**src/rtl/lcs_pkg.sv**
```systemverilog
package lcs_pkg;

  // ----------------------------------------------------------------------
  // Register map
  // ----------------------------------------------------------------------
  localparam logic [7:0] CTRL_OFFSET   = 8'h00;
  localparam logic [7:0] STATUS_OFFSET = 8'h04;
  localparam logic [7:0] TICK_OFFSET   = 8'h08;
  localparam logic [7:0] THROT_OFFSET  = 8'h0c;

  // Control register fields.
  localparam int CTRL_SENSE_EN_BIT = 0;
  localparam logic [31:0] CTRL_RESET  = 32'h0000_0001;
  // Base tick divider: cycles per timer tick, minus one.
  localparam logic [31:0] TICK_RESET  = 32'h0000_0014;
  // Throttle divider applied while thermal regulation is active.
  localparam logic [3:0]  THROT_RESET = 4'h2;

  // ----------------------------------------------------------------------
  // Timing
  // ----------------------------------------------------------------------
  localparam int CLK_HZ           = 20_000_000;
  localparam int CLK_NS           = 50;
  // Nominal timer periods in half-hour ticks units (1.0 : 1.5 : 3.0 hours).
  localparam int PRE_HALF_HOURS   = 2;
  localparam int FAST_HALF_HOURS  = 3;
  localparam int TERM_HALF_HOURS  = 6;
  // Throttled timer ticks making up one half hour (base ticks unless regulating).
  localparam logic [15:0] HALF_HOUR_TICKS = 16'h0708;
  // Lockout drop must persist 1000 ns, i.e. 20 clock periods.
  localparam int LOCKOUT_PERSIST_NS = 1000;
  localparam int LOCKOUT_PERSIST_CYC =
    (LOCKOUT_PERSIST_NS + CLK_NS - 1) / CLK_NS;
  // Flash half period in base ticks (1 s nominal).
  localparam logic [15:0] FLASH_HALF_TICKS = 16'h0001;

  // ----------------------------------------------------------------------
  // Types
  // ----------------------------------------------------------------------
  typedef enum logic [5:0] {
    ST_IDLE  = 6'b000001,
    ST_TRICK = 6'b000010,
    ST_FAST  = 6'b000100,
    ST_CV    = 6'b001000,
    ST_DONE  = 6'b010000,
    ST_FAULT = 6'b100000
  } lcs_state_t;

  typedef struct packed {
    logic supply_ok;
    logic enable;
    logic temp_low_ok;
    logic temp_high_ok;
    logic temp_disable;
    logic above_trickle;
    logic at_target;
    logic below_restart;
    logic below_term_current;
    logic die_hot;
    logic die_cool;
    logic thermal_reg;
  } lcs_cmp_t;

  typedef struct packed {
    logic charge_en;
    logic trickle;
    logic const_voltage;
    logic target_42;
  } lcs_drive_t;

endpackage : lcs_pkg

```
**src/rtl/lcs_sequencer.sv**
```systemverilog
`timescale 1ns/10ps
module lcs_sequencer (
  // Clock and reset
  input  wire logic              CLOCK_IN,
  input  wire logic              RESET_N_IN,
  // Comparator results and voltage select
  input  wire lcs_pkg::lcs_cmp_t CMP_IN,
  input  wire logic              VOLTAGE_SELECT_IN,
  // AXI4-Lite write address, data and response
  input  wire logic [7:0]        AWADDR_IN,
  input  wire logic              AWVALID_IN,
  output logic                   AWREADY_OUT,
  input  wire logic [31:0]       WDATA_IN,
  input  wire logic [3:0]        WSTRB_IN,
  input  wire logic              WVALID_IN,
  output logic                   WREADY_OUT,
  output logic [1:0]             BRESP_OUT,
  output logic                   BVALID_OUT,
  input  wire logic              BREADY_IN,
  // AXI4-Lite read
  input  wire logic [7:0]        ARADDR_IN,
  input  wire logic              ARVALID_IN,
  output logic                   ARREADY_OUT,
  output logic [31:0]            RDATA_OUT,
  output logic [1:0]             RRESP_OUT,
  output logic                   RVALID_OUT,
  input  wire logic              RREADY_IN,
  // Charger drive and status pins
  output lcs_pkg::lcs_drive_t    DRIVE_OUT,
  output logic                   CHARGE_INDICATOR_OUT,
  output logic                   CHARGE_INDICATOR_OE_OUT,
  output logic                   FAULT_INDICATOR_OUT,
  output logic                   FAULT_INDICATOR_OE_OUT,
  output logic                   POWER_DOWN_OUT
);

  // ----------------------------------------------------------------------
  // Input synchronisers
  // ----------------------------------------------------------------------
  localparam int NCMP = $bits(lcs_pkg::lcs_cmp_t);
  logic [NCMP-1:0] meta_q;
  logic [NCMP-1:0] sync_q;
  logic            vsel_meta_q;
  logic            vsel_q;
  lcs_pkg::lcs_cmp_t c;
  assign c = lcs_pkg::lcs_cmp_t'(sync_q);

  // Two flops per comparator bit; the first is read only by the second.
  genvar gi;
  generate
    for (gi = 0; gi < NCMP; gi++) begin : g_sync
      always_ff @(posedge CLOCK_IN or negedge RESET_N_IN) begin
        if (!RESET_N_IN) begin
          meta_q[gi] <= 1'b0;
          sync_q[gi] <= 1'b0;
        end else begin
          meta_q[gi] <= CMP_IN[gi];
          sync_q[gi] <= meta_q[gi];
        end
      end
    end
  endgenerate

  // Voltage select follows the same two-flop path.
  always_ff @(posedge CLOCK_IN or negedge RESET_N_IN) begin
    if (!RESET_N_IN) begin
      vsel_meta_q <= 1'b0;
      vsel_q      <= 1'b0;
    end else begin
      vsel_meta_q <= VOLTAGE_SELECT_IN;
      vsel_q      <= vsel_meta_q;
    end
  end

  // ----------------------------------------------------------------------
  // Registers
  // ----------------------------------------------------------------------
  logic [31:0] ctrl_q;
  logic [31:0] tick_div_q;
  logic [3:0]  throt_q;
  logic [31:0] status_w;
  logic        aw_hold_q;
  logic        w_hold_q;
  logic [7:0]  aw_addr_q;
  logic [31:0] w_data_q;
  logic [3:0]  w_strb_q;
  logic        do_write;

  // Address and data may arrive in either order; each is held until both.
  assign do_write = aw_hold_q && w_hold_q && !BVALID_OUT;

  always_ff @(posedge CLOCK_IN or negedge RESET_N_IN) begin
    if (!RESET_N_IN) begin
      aw_hold_q   <= 1'b0;
      w_hold_q    <= 1'b0;
      aw_addr_q   <= 8'h00;
      w_data_q    <= 32'h0000_0000;
      w_strb_q    <= 4'h0;
      AWREADY_OUT <= 1'b0;
      WREADY_OUT  <= 1'b0;
      BVALID_OUT  <= 1'b0;
      BRESP_OUT   <= 2'b00;
    end else begin
      AWREADY_OUT <= !aw_hold_q && !AWREADY_OUT && AWVALID_IN;
      WREADY_OUT  <= !w_hold_q && !WREADY_OUT && WVALID_IN;
      if (AWVALID_IN && AWREADY_OUT) begin
        aw_hold_q <= 1'b1;
        aw_addr_q <= AWADDR_IN;
      end
      if (WVALID_IN && WREADY_OUT) begin
        w_hold_q <= 1'b1;
        w_data_q <= WDATA_IN;
        w_strb_q <= WSTRB_IN;
      end
      if (do_write) begin
        aw_hold_q  <= 1'b0;
        w_hold_q   <= 1'b0;
        BVALID_OUT <= 1'b1;
        BRESP_OUT  <= (aw_addr_q == lcs_pkg::CTRL_OFFSET ||
                       aw_addr_q == lcs_pkg::TICK_OFFSET ||
                       aw_addr_q == lcs_pkg::THROT_OFFSET ||
                       aw_addr_q == lcs_pkg::STATUS_OFFSET)
                      ? 2'b00 : 2'b10;
      end else if (BVALID_OUT && BREADY_IN) begin
        BVALID_OUT <= 1'b0;
      end
    end
  end

  // Byte-enabled register updates.
  always_ff @(posedge CLOCK_IN or negedge RESET_N_IN) begin
    if (!RESET_N_IN) begin
      ctrl_q     <= lcs_pkg::CTRL_RESET;
      tick_div_q <= lcs_pkg::TICK_RESET;
      throt_q    <= lcs_pkg::THROT_RESET;
    end else if (do_write) begin
      for (int b = 0; b < 4; b++) begin
        if (w_strb_q[b]) begin
          if (aw_addr_q == lcs_pkg::CTRL_OFFSET)
            ctrl_q[b*8 +: 8] <= w_data_q[b*8 +: 8];
          if (aw_addr_q == lcs_pkg::TICK_OFFSET)
            tick_div_q[b*8 +: 8] <= w_data_q[b*8 +: 8];
        end
      end
      if (aw_addr_q == lcs_pkg::THROT_OFFSET && w_strb_q[0])
        throt_q <= w_data_q[3:0];
    end
  end

  // Reads answer one cycle after the address is taken.
  always_ff @(posedge CLOCK_IN or negedge RESET_N_IN) begin
    if (!RESET_N_IN) begin
      ARREADY_OUT <= 1'b0;
      RVALID_OUT  <= 1'b0;
      RDATA_OUT   <= 32'h0000_0000;
      RRESP_OUT   <= 2'b00;
    end else begin
      ARREADY_OUT <= ARVALID_IN && !ARREADY_OUT && !RVALID_OUT;
      if (ARVALID_IN && ARREADY_OUT) begin
        RVALID_OUT <= 1'b1;
        RRESP_OUT  <= 2'b00;
        unique case (ARADDR_IN)
          lcs_pkg::CTRL_OFFSET:   RDATA_OUT <= ctrl_q;
          lcs_pkg::STATUS_OFFSET: RDATA_OUT <= status_w;
          lcs_pkg::TICK_OFFSET:   RDATA_OUT <= tick_div_q;
          lcs_pkg::THROT_OFFSET:  RDATA_OUT <= {28'h0000000, throt_q};
          default: begin
            RDATA_OUT <= 32'h0000_0000;
            RRESP_OUT <= 2'b10;
          end
        endcase
      end else if (RVALID_OUT && RREADY_IN) begin
        RVALID_OUT <= 1'b0;
      end
    end
  end

  // ----------------------------------------------------------------------
  // Qualification
  // ----------------------------------------------------------------------
  logic [7:0] drop_cnt_q;
  logic       supply_ok_q;
  logic       temp_ok;
  logic       qualified;
  logic       enable_d1_q;

  // A supply drop counts only once it persists a full period.
  always_ff @(posedge CLOCK_IN or negedge RESET_N_IN) begin
    if (!RESET_N_IN) begin
      drop_cnt_q  <= 8'h00;
      supply_ok_q <= 1'b0;
    end else if (c.supply_ok) begin
      drop_cnt_q  <= 8'h00;
      supply_ok_q <= 1'b1;
    end else if (drop_cnt_q >= 8'(lcs_pkg::LOCKOUT_PERSIST_CYC - 1)) begin
      supply_ok_q <= 1'b0;
    end else begin
      drop_cnt_q <= drop_cnt_q + 8'h01;
    end
  end

  // Window compare, bypassed by the disable level or by software.
  assign temp_ok = c.temp_disable || !ctrl_q[lcs_pkg::CTRL_SENSE_EN_BIT] ||
                   (c.temp_low_ok && c.temp_high_ok);
  assign qualified = supply_ok_q && c.enable && temp_ok;

  always_ff @(posedge CLOCK_IN or negedge RESET_N_IN) begin
    if (!RESET_N_IN) enable_d1_q <= 1'b0;
    else             enable_d1_q <= c.enable;
  end

  // ----------------------------------------------------------------------
  // Timers
  // ----------------------------------------------------------------------
  logic [31:0] pre_q;
  logic [3:0]  throt_cnt_q;
  logic        base_tick;
  logic        tick;
  logic [15:0] hh_cnt_q;
  logic        hh_tick;
  logic [3:0]  t_pre_q;
  logic [3:0]  t_fast_q;
  logic [3:0]  t_term_q;
  logic        die_hold_q;
  lcs_pkg::lcs_state_t state_q;
  lcs_pkg::lcs_state_t state_d;

  assign base_tick = (pre_q == 32'h0000_0000);
  // Throttled tick gives only one of every throt_q ticks while regulating.
  assign tick = base_tick &&
                (!c.thermal_reg || throt_cnt_q == 4'h0);

  always_ff @(posedge CLOCK_IN or negedge RESET_N_IN) begin
    if (!RESET_N_IN) begin
      pre_q       <= 32'h0000_0000;
      throt_cnt_q <= 4'h0;
    end else begin
      pre_q <= base_tick ? tick_div_q : pre_q - 32'h0000_0001;
      if (base_tick)
        throt_cnt_q <= (throt_cnt_q == 4'h0) ? throt_q - 4'h1
                                               : throt_cnt_q - 4'h1;
    end
  end

  // Half-hour units keep the 1 : 1.5 : 3 ratio for any tick setting.
  assign hh_tick = tick && (hh_cnt_q == lcs_pkg::HALF_HOUR_TICKS - 16'h1);
  always_ff @(posedge CLOCK_IN or negedge RESET_N_IN) begin
    if (!RESET_N_IN) begin
      hh_cnt_q <= 16'h0000;
    end else if (state_q != state_d) begin
      hh_cnt_q <= 16'h0000;
    end else if (tick && !die_hold_q) begin
      hh_cnt_q <= hh_tick ? 16'h0000 : hh_cnt_q + 16'h0001;
    end
  end

  always_ff @(posedge CLOCK_IN or negedge RESET_N_IN) begin
    if (!RESET_N_IN) begin
      t_pre_q  <= 4'h0;
      t_fast_q <= 4'h0;
      t_term_q <= 4'h0;
    end else begin
      if (state_q != lcs_pkg::ST_TRICK) t_pre_q <= 4'h0;
      else if (hh_tick && !die_hold_q) t_pre_q <= t_pre_q + 4'h1;
      if (state_q != lcs_pkg::ST_FAST) t_fast_q <= 4'h0;
      else if (hh_tick && !die_hold_q) t_fast_q <= t_fast_q + 4'h1;
      if (state_q != lcs_pkg::ST_FAST && state_q != lcs_pkg::ST_CV)
        t_term_q <= 4'h0;
      else if (hh_tick && !die_hold_q) t_term_q <= t_term_q + 4'h1;
    end
  end

  // Die overheat holds charge until the cool comparator trips.
  always_ff @(posedge CLOCK_IN or negedge RESET_N_IN) begin
    if (!RESET_N_IN)     die_hold_q <= 1'b0;
    else if (c.die_hot)  die_hold_q <= 1'b1;
    else if (c.die_cool) die_hold_q <= 1'b0;
  end

  // ----------------------------------------------------------------------
  // Sequencer
  // ----------------------------------------------------------------------
  always_comb begin
    state_d = state_q;
    unique case (state_q)
      lcs_pkg::ST_IDLE:
        if (qualified)
          state_d = c.above_trickle ? lcs_pkg::ST_FAST
                                    : lcs_pkg::ST_TRICK;
      lcs_pkg::ST_TRICK:
        if (t_pre_q >= 4'(lcs_pkg::PRE_HALF_HOURS))
          state_d = lcs_pkg::ST_FAULT;
        else if (c.above_trickle)
          state_d = lcs_pkg::ST_FAST;
      lcs_pkg::ST_FAST:
        if (t_fast_q >= 4'(lcs_pkg::FAST_HALF_HOURS))
          state_d = lcs_pkg::ST_FAULT;
        else if (c.at_target)
          state_d = lcs_pkg::ST_CV;
      lcs_pkg::ST_CV:
        if (c.below_term_current ||
            t_term_q >= 4'(lcs_pkg::TERM_HALF_HOURS))
          state_d = lcs_pkg::ST_DONE;
      lcs_pkg::ST_DONE:
        if (qualified && c.below_restart)
          state_d = lcs_pkg::ST_IDLE;
      lcs_pkg::ST_FAULT:
        state_d = lcs_pkg::ST_FAULT;
    endcase
    // Loss of supply or enable ends the cycle and clears faults.
    if (!supply_ok_q || !c.enable)
      state_d = lcs_pkg::ST_IDLE;
  end

  always_ff @(posedge CLOCK_IN or negedge RESET_N_IN) begin
    if (!RESET_N_IN) state_q <= lcs_pkg::ST_IDLE;
    else             state_q <= state_d;
  end

  // ----------------------------------------------------------------------
  // Outputs
  // ----------------------------------------------------------------------
  logic [15:0] flash_cnt_q;
  logic        flash_q;
  logic        charging;
  logic        running;

  always_ff @(posedge CLOCK_IN or negedge RESET_N_IN) begin
    if (!RESET_N_IN) begin
      flash_cnt_q <= 16'h0000;
      flash_q     <= 1'b0;
    end else if (base_tick) begin
      if (flash_cnt_q == lcs_pkg::FLASH_HALF_TICKS - 16'h1) begin
        flash_cnt_q <= 16'h0000;
        flash_q     <= !flash_q;
      end else begin
        flash_cnt_q <= flash_cnt_q + 16'h0001;
      end
    end
  end

  // A cycle only pauses for temperature or die heat, never ends.
  assign running  = state_q == lcs_pkg::ST_TRICK ||
                    state_q == lcs_pkg::ST_FAST || state_q == lcs_pkg::ST_CV;
  assign charging = running && temp_ok && !die_hold_q;
  assign status_w = {20'h00000, 4'(drop_cnt_q[3:0]), supply_ok_q, temp_ok,
                     state_q};

  always_ff @(posedge CLOCK_IN or negedge RESET_N_IN) begin
    if (!RESET_N_IN) begin
      DRIVE_OUT               <= '0;
      CHARGE_INDICATOR_OUT    <= 1'b0;
      CHARGE_INDICATOR_OE_OUT <= 1'b0;
      FAULT_INDICATOR_OUT     <= 1'b0;
      FAULT_INDICATOR_OE_OUT  <= 1'b0;
      POWER_DOWN_OUT          <= 1'b1;
    end else begin
      DRIVE_OUT.charge_en     <= charging;
      DRIVE_OUT.trickle       <= state_q == lcs_pkg::ST_TRICK;
      DRIVE_OUT.const_voltage <= state_q == lcs_pkg::ST_CV;
      DRIVE_OUT.target_42     <= vsel_q;
      CHARGE_INDICATOR_OUT    <= 1'b0;
      CHARGE_INDICATOR_OE_OUT <= (running && temp_ok) ||
        (state_q == lcs_pkg::ST_DONE && flash_q);
      FAULT_INDICATOR_OUT     <= 1'b0;
      FAULT_INDICATOR_OE_OUT  <= state_q == lcs_pkg::ST_FAULT ||
        (running && !temp_ok && flash_q);
      POWER_DOWN_OUT          <= !supply_ok_q;
    end
  end

endmodule : lcs_sequencer

```
**config.mk**
```make
export PLATFORM = sky130hd
export DESIGN_NAME = lcs_sequencer
export DESIGN_NICKNAME = d
export VERILOG_FILES = /design/src/rtl/lcs_pkg.sv /design/src/rtl/lcs_sequencer.sv
export SDC_FILE = /design/constraint.sdc
export NUM_CORES = 1
export LEC_CHECK = 0
export BUFFER_PORTS_ARGS = -buffer_cell sky130_fd_sc_hd__buf_2
export CAP_MARGIN = 5
export CORE_MARGIN = 2
export CORE_UTILIZATION = 55
export CTS_CLUSTER_DIAMETER = 50
export DETAILED_ROUTE_END_ITERATION = 10
export GPL_TIMING_DRIVEN = 0
export PLACE_DENSITY = 0.83
export SLEW_MARGIN = 20
export SYNTH_ARGS = -nofsm -noshare
export SYNTH_HDL_FRONTEND = slang
export SYNTH_SLANG_ARGS = --single-unit
export TNS_END_PERCENT = 5
```
**constraint.sdc**
```tcl
create_clock -name CLOCK_IN -period 3.93 [get_ports CLOCK_IN]
set_clock_uncertainty 0.2 [all_clocks]
set_input_delay 0.393 -clock CLOCK_IN [delete_from_list [all_inputs] [get_ports CLOCK_IN]]
set_output_delay 0.393 -clock CLOCK_IN [all_outputs]
set_load 0.02 [all_outputs]
```
### After elaboration in Yosys (flattened, before gate mapping)

Index checks and enable logic that the tools add are counted.

* register bits: 285
* latch bits: 0
* memories: 0
* output and inout port bits: 50
* memory bits (read-only): 0
* bits in writable memories: 0

* add/sub/neg operators: 9
* div/mod/pow operators: 0
* shift-type cells: 0
* $mul: 0
* reduce and logical (&&, ||, !) cells: 80
* bitwise operators: 0
* mux-type cells: 39
* equal/unequal tests: 18
* $lt $le $gt $ge: 4

Operator list (number)
* $pmux 32 s4: 1
* $mux 16: 4
* $mux 6: 8
* $pmux 6 s6: 1
* $add 16x1->16 const B: 2
* $eq 8x4->1 const B: 4
* $logic_not 32->1: 1
* $mux 32: 1
* $sub 32x1->32 const B: 1
* $logic_and 1x1->1: 28
* $mux 4: 7
* $reduce_and 3->1: 8
* $reduce_bool 2->1: 10
* $eq 16x11->1 const B: 1
* $eq 8x3->1 const B: 2
* $logic_not 16->1: 1
* $logic_not 8->1: 2
* $mux 8: 2
* $logic_not 1->1: 14
* $add 4x1->4 const B: 3
* $logic_or 1x1->1: 12
* $mux 1: 12
* $add 8x1->8 const B: 1
* $ge 4x2->1 const B: 2
* other kinds (19): 22

### Longest topological paths before layout

* depth after elaboration: 10
* mapped depth: 10

### Least setup slack after synthesis

Ideal clock, no wire load.

* kind: register to register
* start: register pre_q[0]
* end: register pre_q[28]
* arrival time: 2.603 ns
* setup slack: 1.003 ns
* period minus slack after synthesis: 2.927 ns
* cell stages (with the launch flop): 10
* path through: dfrtp_1 > inv_1 > ha_1 > or4b_2 > nor2b_1 > and2_1 > clkbuf_1 > nand2_1 > nor3_1 > mux2_2

* longest elaborated chain between the ends: 2
* elaborated cells on any way between the ends: 3
* those cells by class: 1 x add/sub; 1 x mux; 1 x reduce/logical

RTL lines
* start: declaration: line lcs_sequencer.sv:215 `logic [31:0] pre_q;`
* start signal: assignment: line lcs_sequencer.sv:238 `pre_q <= base_tick ? tick_div_q : pre_q - 32'h0000_0001;`
* $sub 32x1->32 or $logic_not 32->1 (tied branches): line lcs_sequencer.sv:238, lcs_sequencer.sv:228
* $mux 32 *: line lcs_sequencer.sv:238

Mark *: on every way between the ends. The rest lies on a longest branch, timed or not.
A chain may end at the register's enable or synchronous reset.

### Worst setup path after layout

* start: register pre_q[0]
* end: register pre_q[23]

The elaborated chain is that of the path after synthesis.

==> results.yml <==
outcome:
  status: "completed"
placement:
  routabilityCongestion: 0.904
  dpl_worst_slack_ns: 0.373
  hpwl_mm: 19.2
  io_buffers: 116
yosys:
  synth_cells: 1050
  yosysMostFrequentCell: "dfrtp_1"
  ys_seq_area_share_pct: 57.4
  ys.flop_type: "dfrtp_1"
  ys_top_cells_by_area: "dfrtp_1, mux2_2, nand2_1"
  yosysUniqueCellTypes: 73
  syn_area_um2: 12400
  synth_largest_area_cell: "dfrtp_1"
  netlist_top_cells_count: "dfrtp_1, mux2_2, nand2_1"
  avgSynthCellArea_um2: 11.8
  ys_ff_latch: 283
  synthArstFlopShare_pct: 100
  yosys_warnings: 0
  synth_top_area_share_pct: 56.1
  synth_edf_count: 0
grt:
  use_met3_pct: 4.23
  grt_use_met1_pct: 34.3
  grt_pass1_wl_mm: 49.9
  antenna_found_initial: 0
  grtUsageMet2_pct: 43.7
  grt.busiest_layer: "met2"
  grt_max_degree: 99
  grt_pass1_vias: 9709
  gr-usage-all-layers_pct: 25.9
  grt.overflow.total: 0
floorplan:
  initial_utilization_pct: 56.3
  ios: 122
  die_h_um: 154
  num_rows: 54
  core_um2: 22000
  die-area_um2: 23700
  die_width_um: 154
pwr:
  design_power_total_w: 0.00802
  power_density_nw_per_um2: 532
  ir_drop_mv: 0.436
  leakage_nw: 6.91
cells_and_area:
  nets: 1349
  regArea_um2: 7090
  diodes: 0
  fillers: 1464
  layout-drive-gt1-share_pct: 25.0
  syn_to_final_growth_pct: 21.8
  final_util_pct: 68.6
  multi_input_area_um2: 5040
sta:
  period_share_pct: 93.1
  max_freq_mhz: 273
  slew_headroom_pct: 30.8
  timing.final.crit_period_ns: 3.66
  finalHoldViolations: 0
  rsz0062_at_grt: "false"
  finalMaxSlewViolations: 0
  finalSetupViolations: 0
  worstMarginPinSlew_ns: 1.03
  fin_ws_ns: 0.271
clocking:
  clockRootBuffer: "clkbuf_16"
  cts_max_path_buffers: 3
  cts_tree: "built"
  clkLatencyLatePin_ns: 0.57
  clk_pin_slew_ns: 0.07
  numClockSinks: 283
  cts_made_buffers: 30
  htreeDepth: 1
  ctsResizeCount: 0
route:
  dr.pass1.iters: 5
  drt_iter0_drc: 614
  wl_per_cell_um: 19.2
  via_count: 9379
  viasPerCell: 5.97
  drt.antenna.violating_nets: 0
  wl_mm: 30.1
  route.detailed.drc: 0
flow_run:
  maxCapViolCount: 0
setup_path:
  path_class: "reg2reg"
  cp_data_arrival_time_ns: 3.89
  critPathCaptureType: "flop"
  path_max_fanout: 10
  startpoint_type: "flop"
  cp.required_ns: 4.16
hold_path:
  hold_path.class: "reg2reg"
## layout by cell type (no fill, tap or decap), types with 9 or more instances in the layout
| cell | count |
|---|---|
| dfrtp_1 | 277 |
| buf_2 | 117 |
| mux2_2 | 110 |
| nand2_1 | 103 |
| nor2_1 | 79 |
| dlygate4sd3_1 | 63 |
| o21ai_0 | 50 |
| xnor2_1 | 41 |
| clkbuf_1 | 36 |
| a21oi_1 | 30 |
| clkbuf_16 | 30 |
| nor3_1 | 28 |
| nand3_1 | 24 |
| a22oi_1 | 20 |
| nor4_1 | 18 |
| inv_1 | 17 |
| nand4_1 | 16 |
| xor2_1 | 14 |
| and3_1 | 12 |
| ha_1 | 11 |
| mux2i_1 | 10 |
| nor2b_1 | 9 |
| nor4_2 | 9 |
## layout make-up
type	instances	share of cell area, %
clock inverter	13	1.21
tap	280	2.33
clock buffer	43	5.84
timing repair buffer	181	8.47
multi-input combinational	712	33.5
sequential	283	47.1
inverter	17	0.424
buffer	41	1.19
## per-layer routing
| metal | part of all wire [%] | vias to the layer above |
|---|---|---|
| met4 | 2.5 | 0 |
| met5 | 0 | - |
| met1 | 41 | 4723 |
| met2 | 51 | 374 |
| li1 | - | 4222 |
| met3 | 6.2 | 60 |
## state kept, by name, summed over array words and instances, names as in the netlist, 4 cells and up
name,cells
w_strb_q,4
flash_cnt_q,16
meta_q,12
hh_cnt_q,16
throt_cnt_q,4
throt_q,4
state_q,6
c,12
w_data_q,32
t_fast_q,4
pre_q,32
t_pre_q,4
drop_cnt_q,8
DRIVE_OUT,4
ctrl_q,32
tick_div_q,32
t_term_q,4
RDATA_OUT,32
aw_addr_q,8
## through the flow
step / setup TNS (ns) / area (um^2) / instances / hold slack [ns]
floorplan: 0 / 12400 / 1053 / -0.103
global placement: -776.05 / 13300 / 1449 / 0.133
detailed placement: 0 / 13400 / 1451 / 0.135
CTS: 0 / 15100 / 1570 / 0.147
global route: 0 / 15100 / 1570 / 0.150
finish: 0 / 15100 / 1570 / 0.148
## logic make-up after synthesis
logic type / Yosys count / share of synthesized area, %
buffers and inverters: 58 / 1.96
DFF: 283 / 57.4
muxes: 128 / 11.9
adders and majority gates: 11 / 1.11
other: 1 / 0.0303
and+or+nand+nor: 347 / 14.9
AOI/OAI and AO/OA: 167 / 8.78
xor gates and xnor gates: 55 / 3.90
## worst max-delay path: stages, from the launching register on
cell and delay (ns):
dfrtp_1 0.40, inv_1 0.07, ha_1 0.20, or4b_2 0.67, nor2b_1 0.36, and2_1 0.18, clkbuf_1 0.47, nand3_1 0.35
clkbuf_1 0.36, nor2_1 0.21, a31oi_1 0.06
## repair_timing
| action | CTS | global route |
|---|---|---|
| hold buffers | 63 | 0 |
| setup buffers | 0 | 0 |
| endpoints found under the hold margin | 157 | 0 |
## where the power goes
group	switching (W)	total [W]	leakage, nW	internal (W)
Sequential	0.000486	0.00392	3.68	0.00343
Combinational	0.000560	0.00115	2.72	0.000588
Clock	0.00119	0.00295	0.522	0.00176
Total	0.00223	0.00802	6.91	0.00578
## worst paths after layout
| path | startpoint | endpoint | slack [ns] | depth (start not counted) |
|---|---|---|---|---|
| setup / recovery | pre_q[0]$_DFF_PN0_ | pre_q[23]$_DFF_PN0_ | 0.27 | 10 |
| hold / removal | meta_q[5]$_DFF_PN0_ | c[5]$_DFF_PN0_ | 0.15 | 0 |
| setup reg to reg | pre_q[0]$_DFF_PN0_ | pre_q[23]$_DFF_PN0_ | 0.27 | 10 |
| hold reg to reg | meta_q[5]$_DFF_PN0_ | c[5]$_DFF_PN0_ | 0.15 | 0 |
| max in group asynchronous | RESET_N_IN | w_data_q[19]$_DFFE_PN0P_ | 1.98 | 4 |
| min in group asynchronous | RESET_N_IN | state_q[2]$_DFF_PN0_ | 0.26 | 2 |
Note: power is estimated with default switching activity, not from simulation.
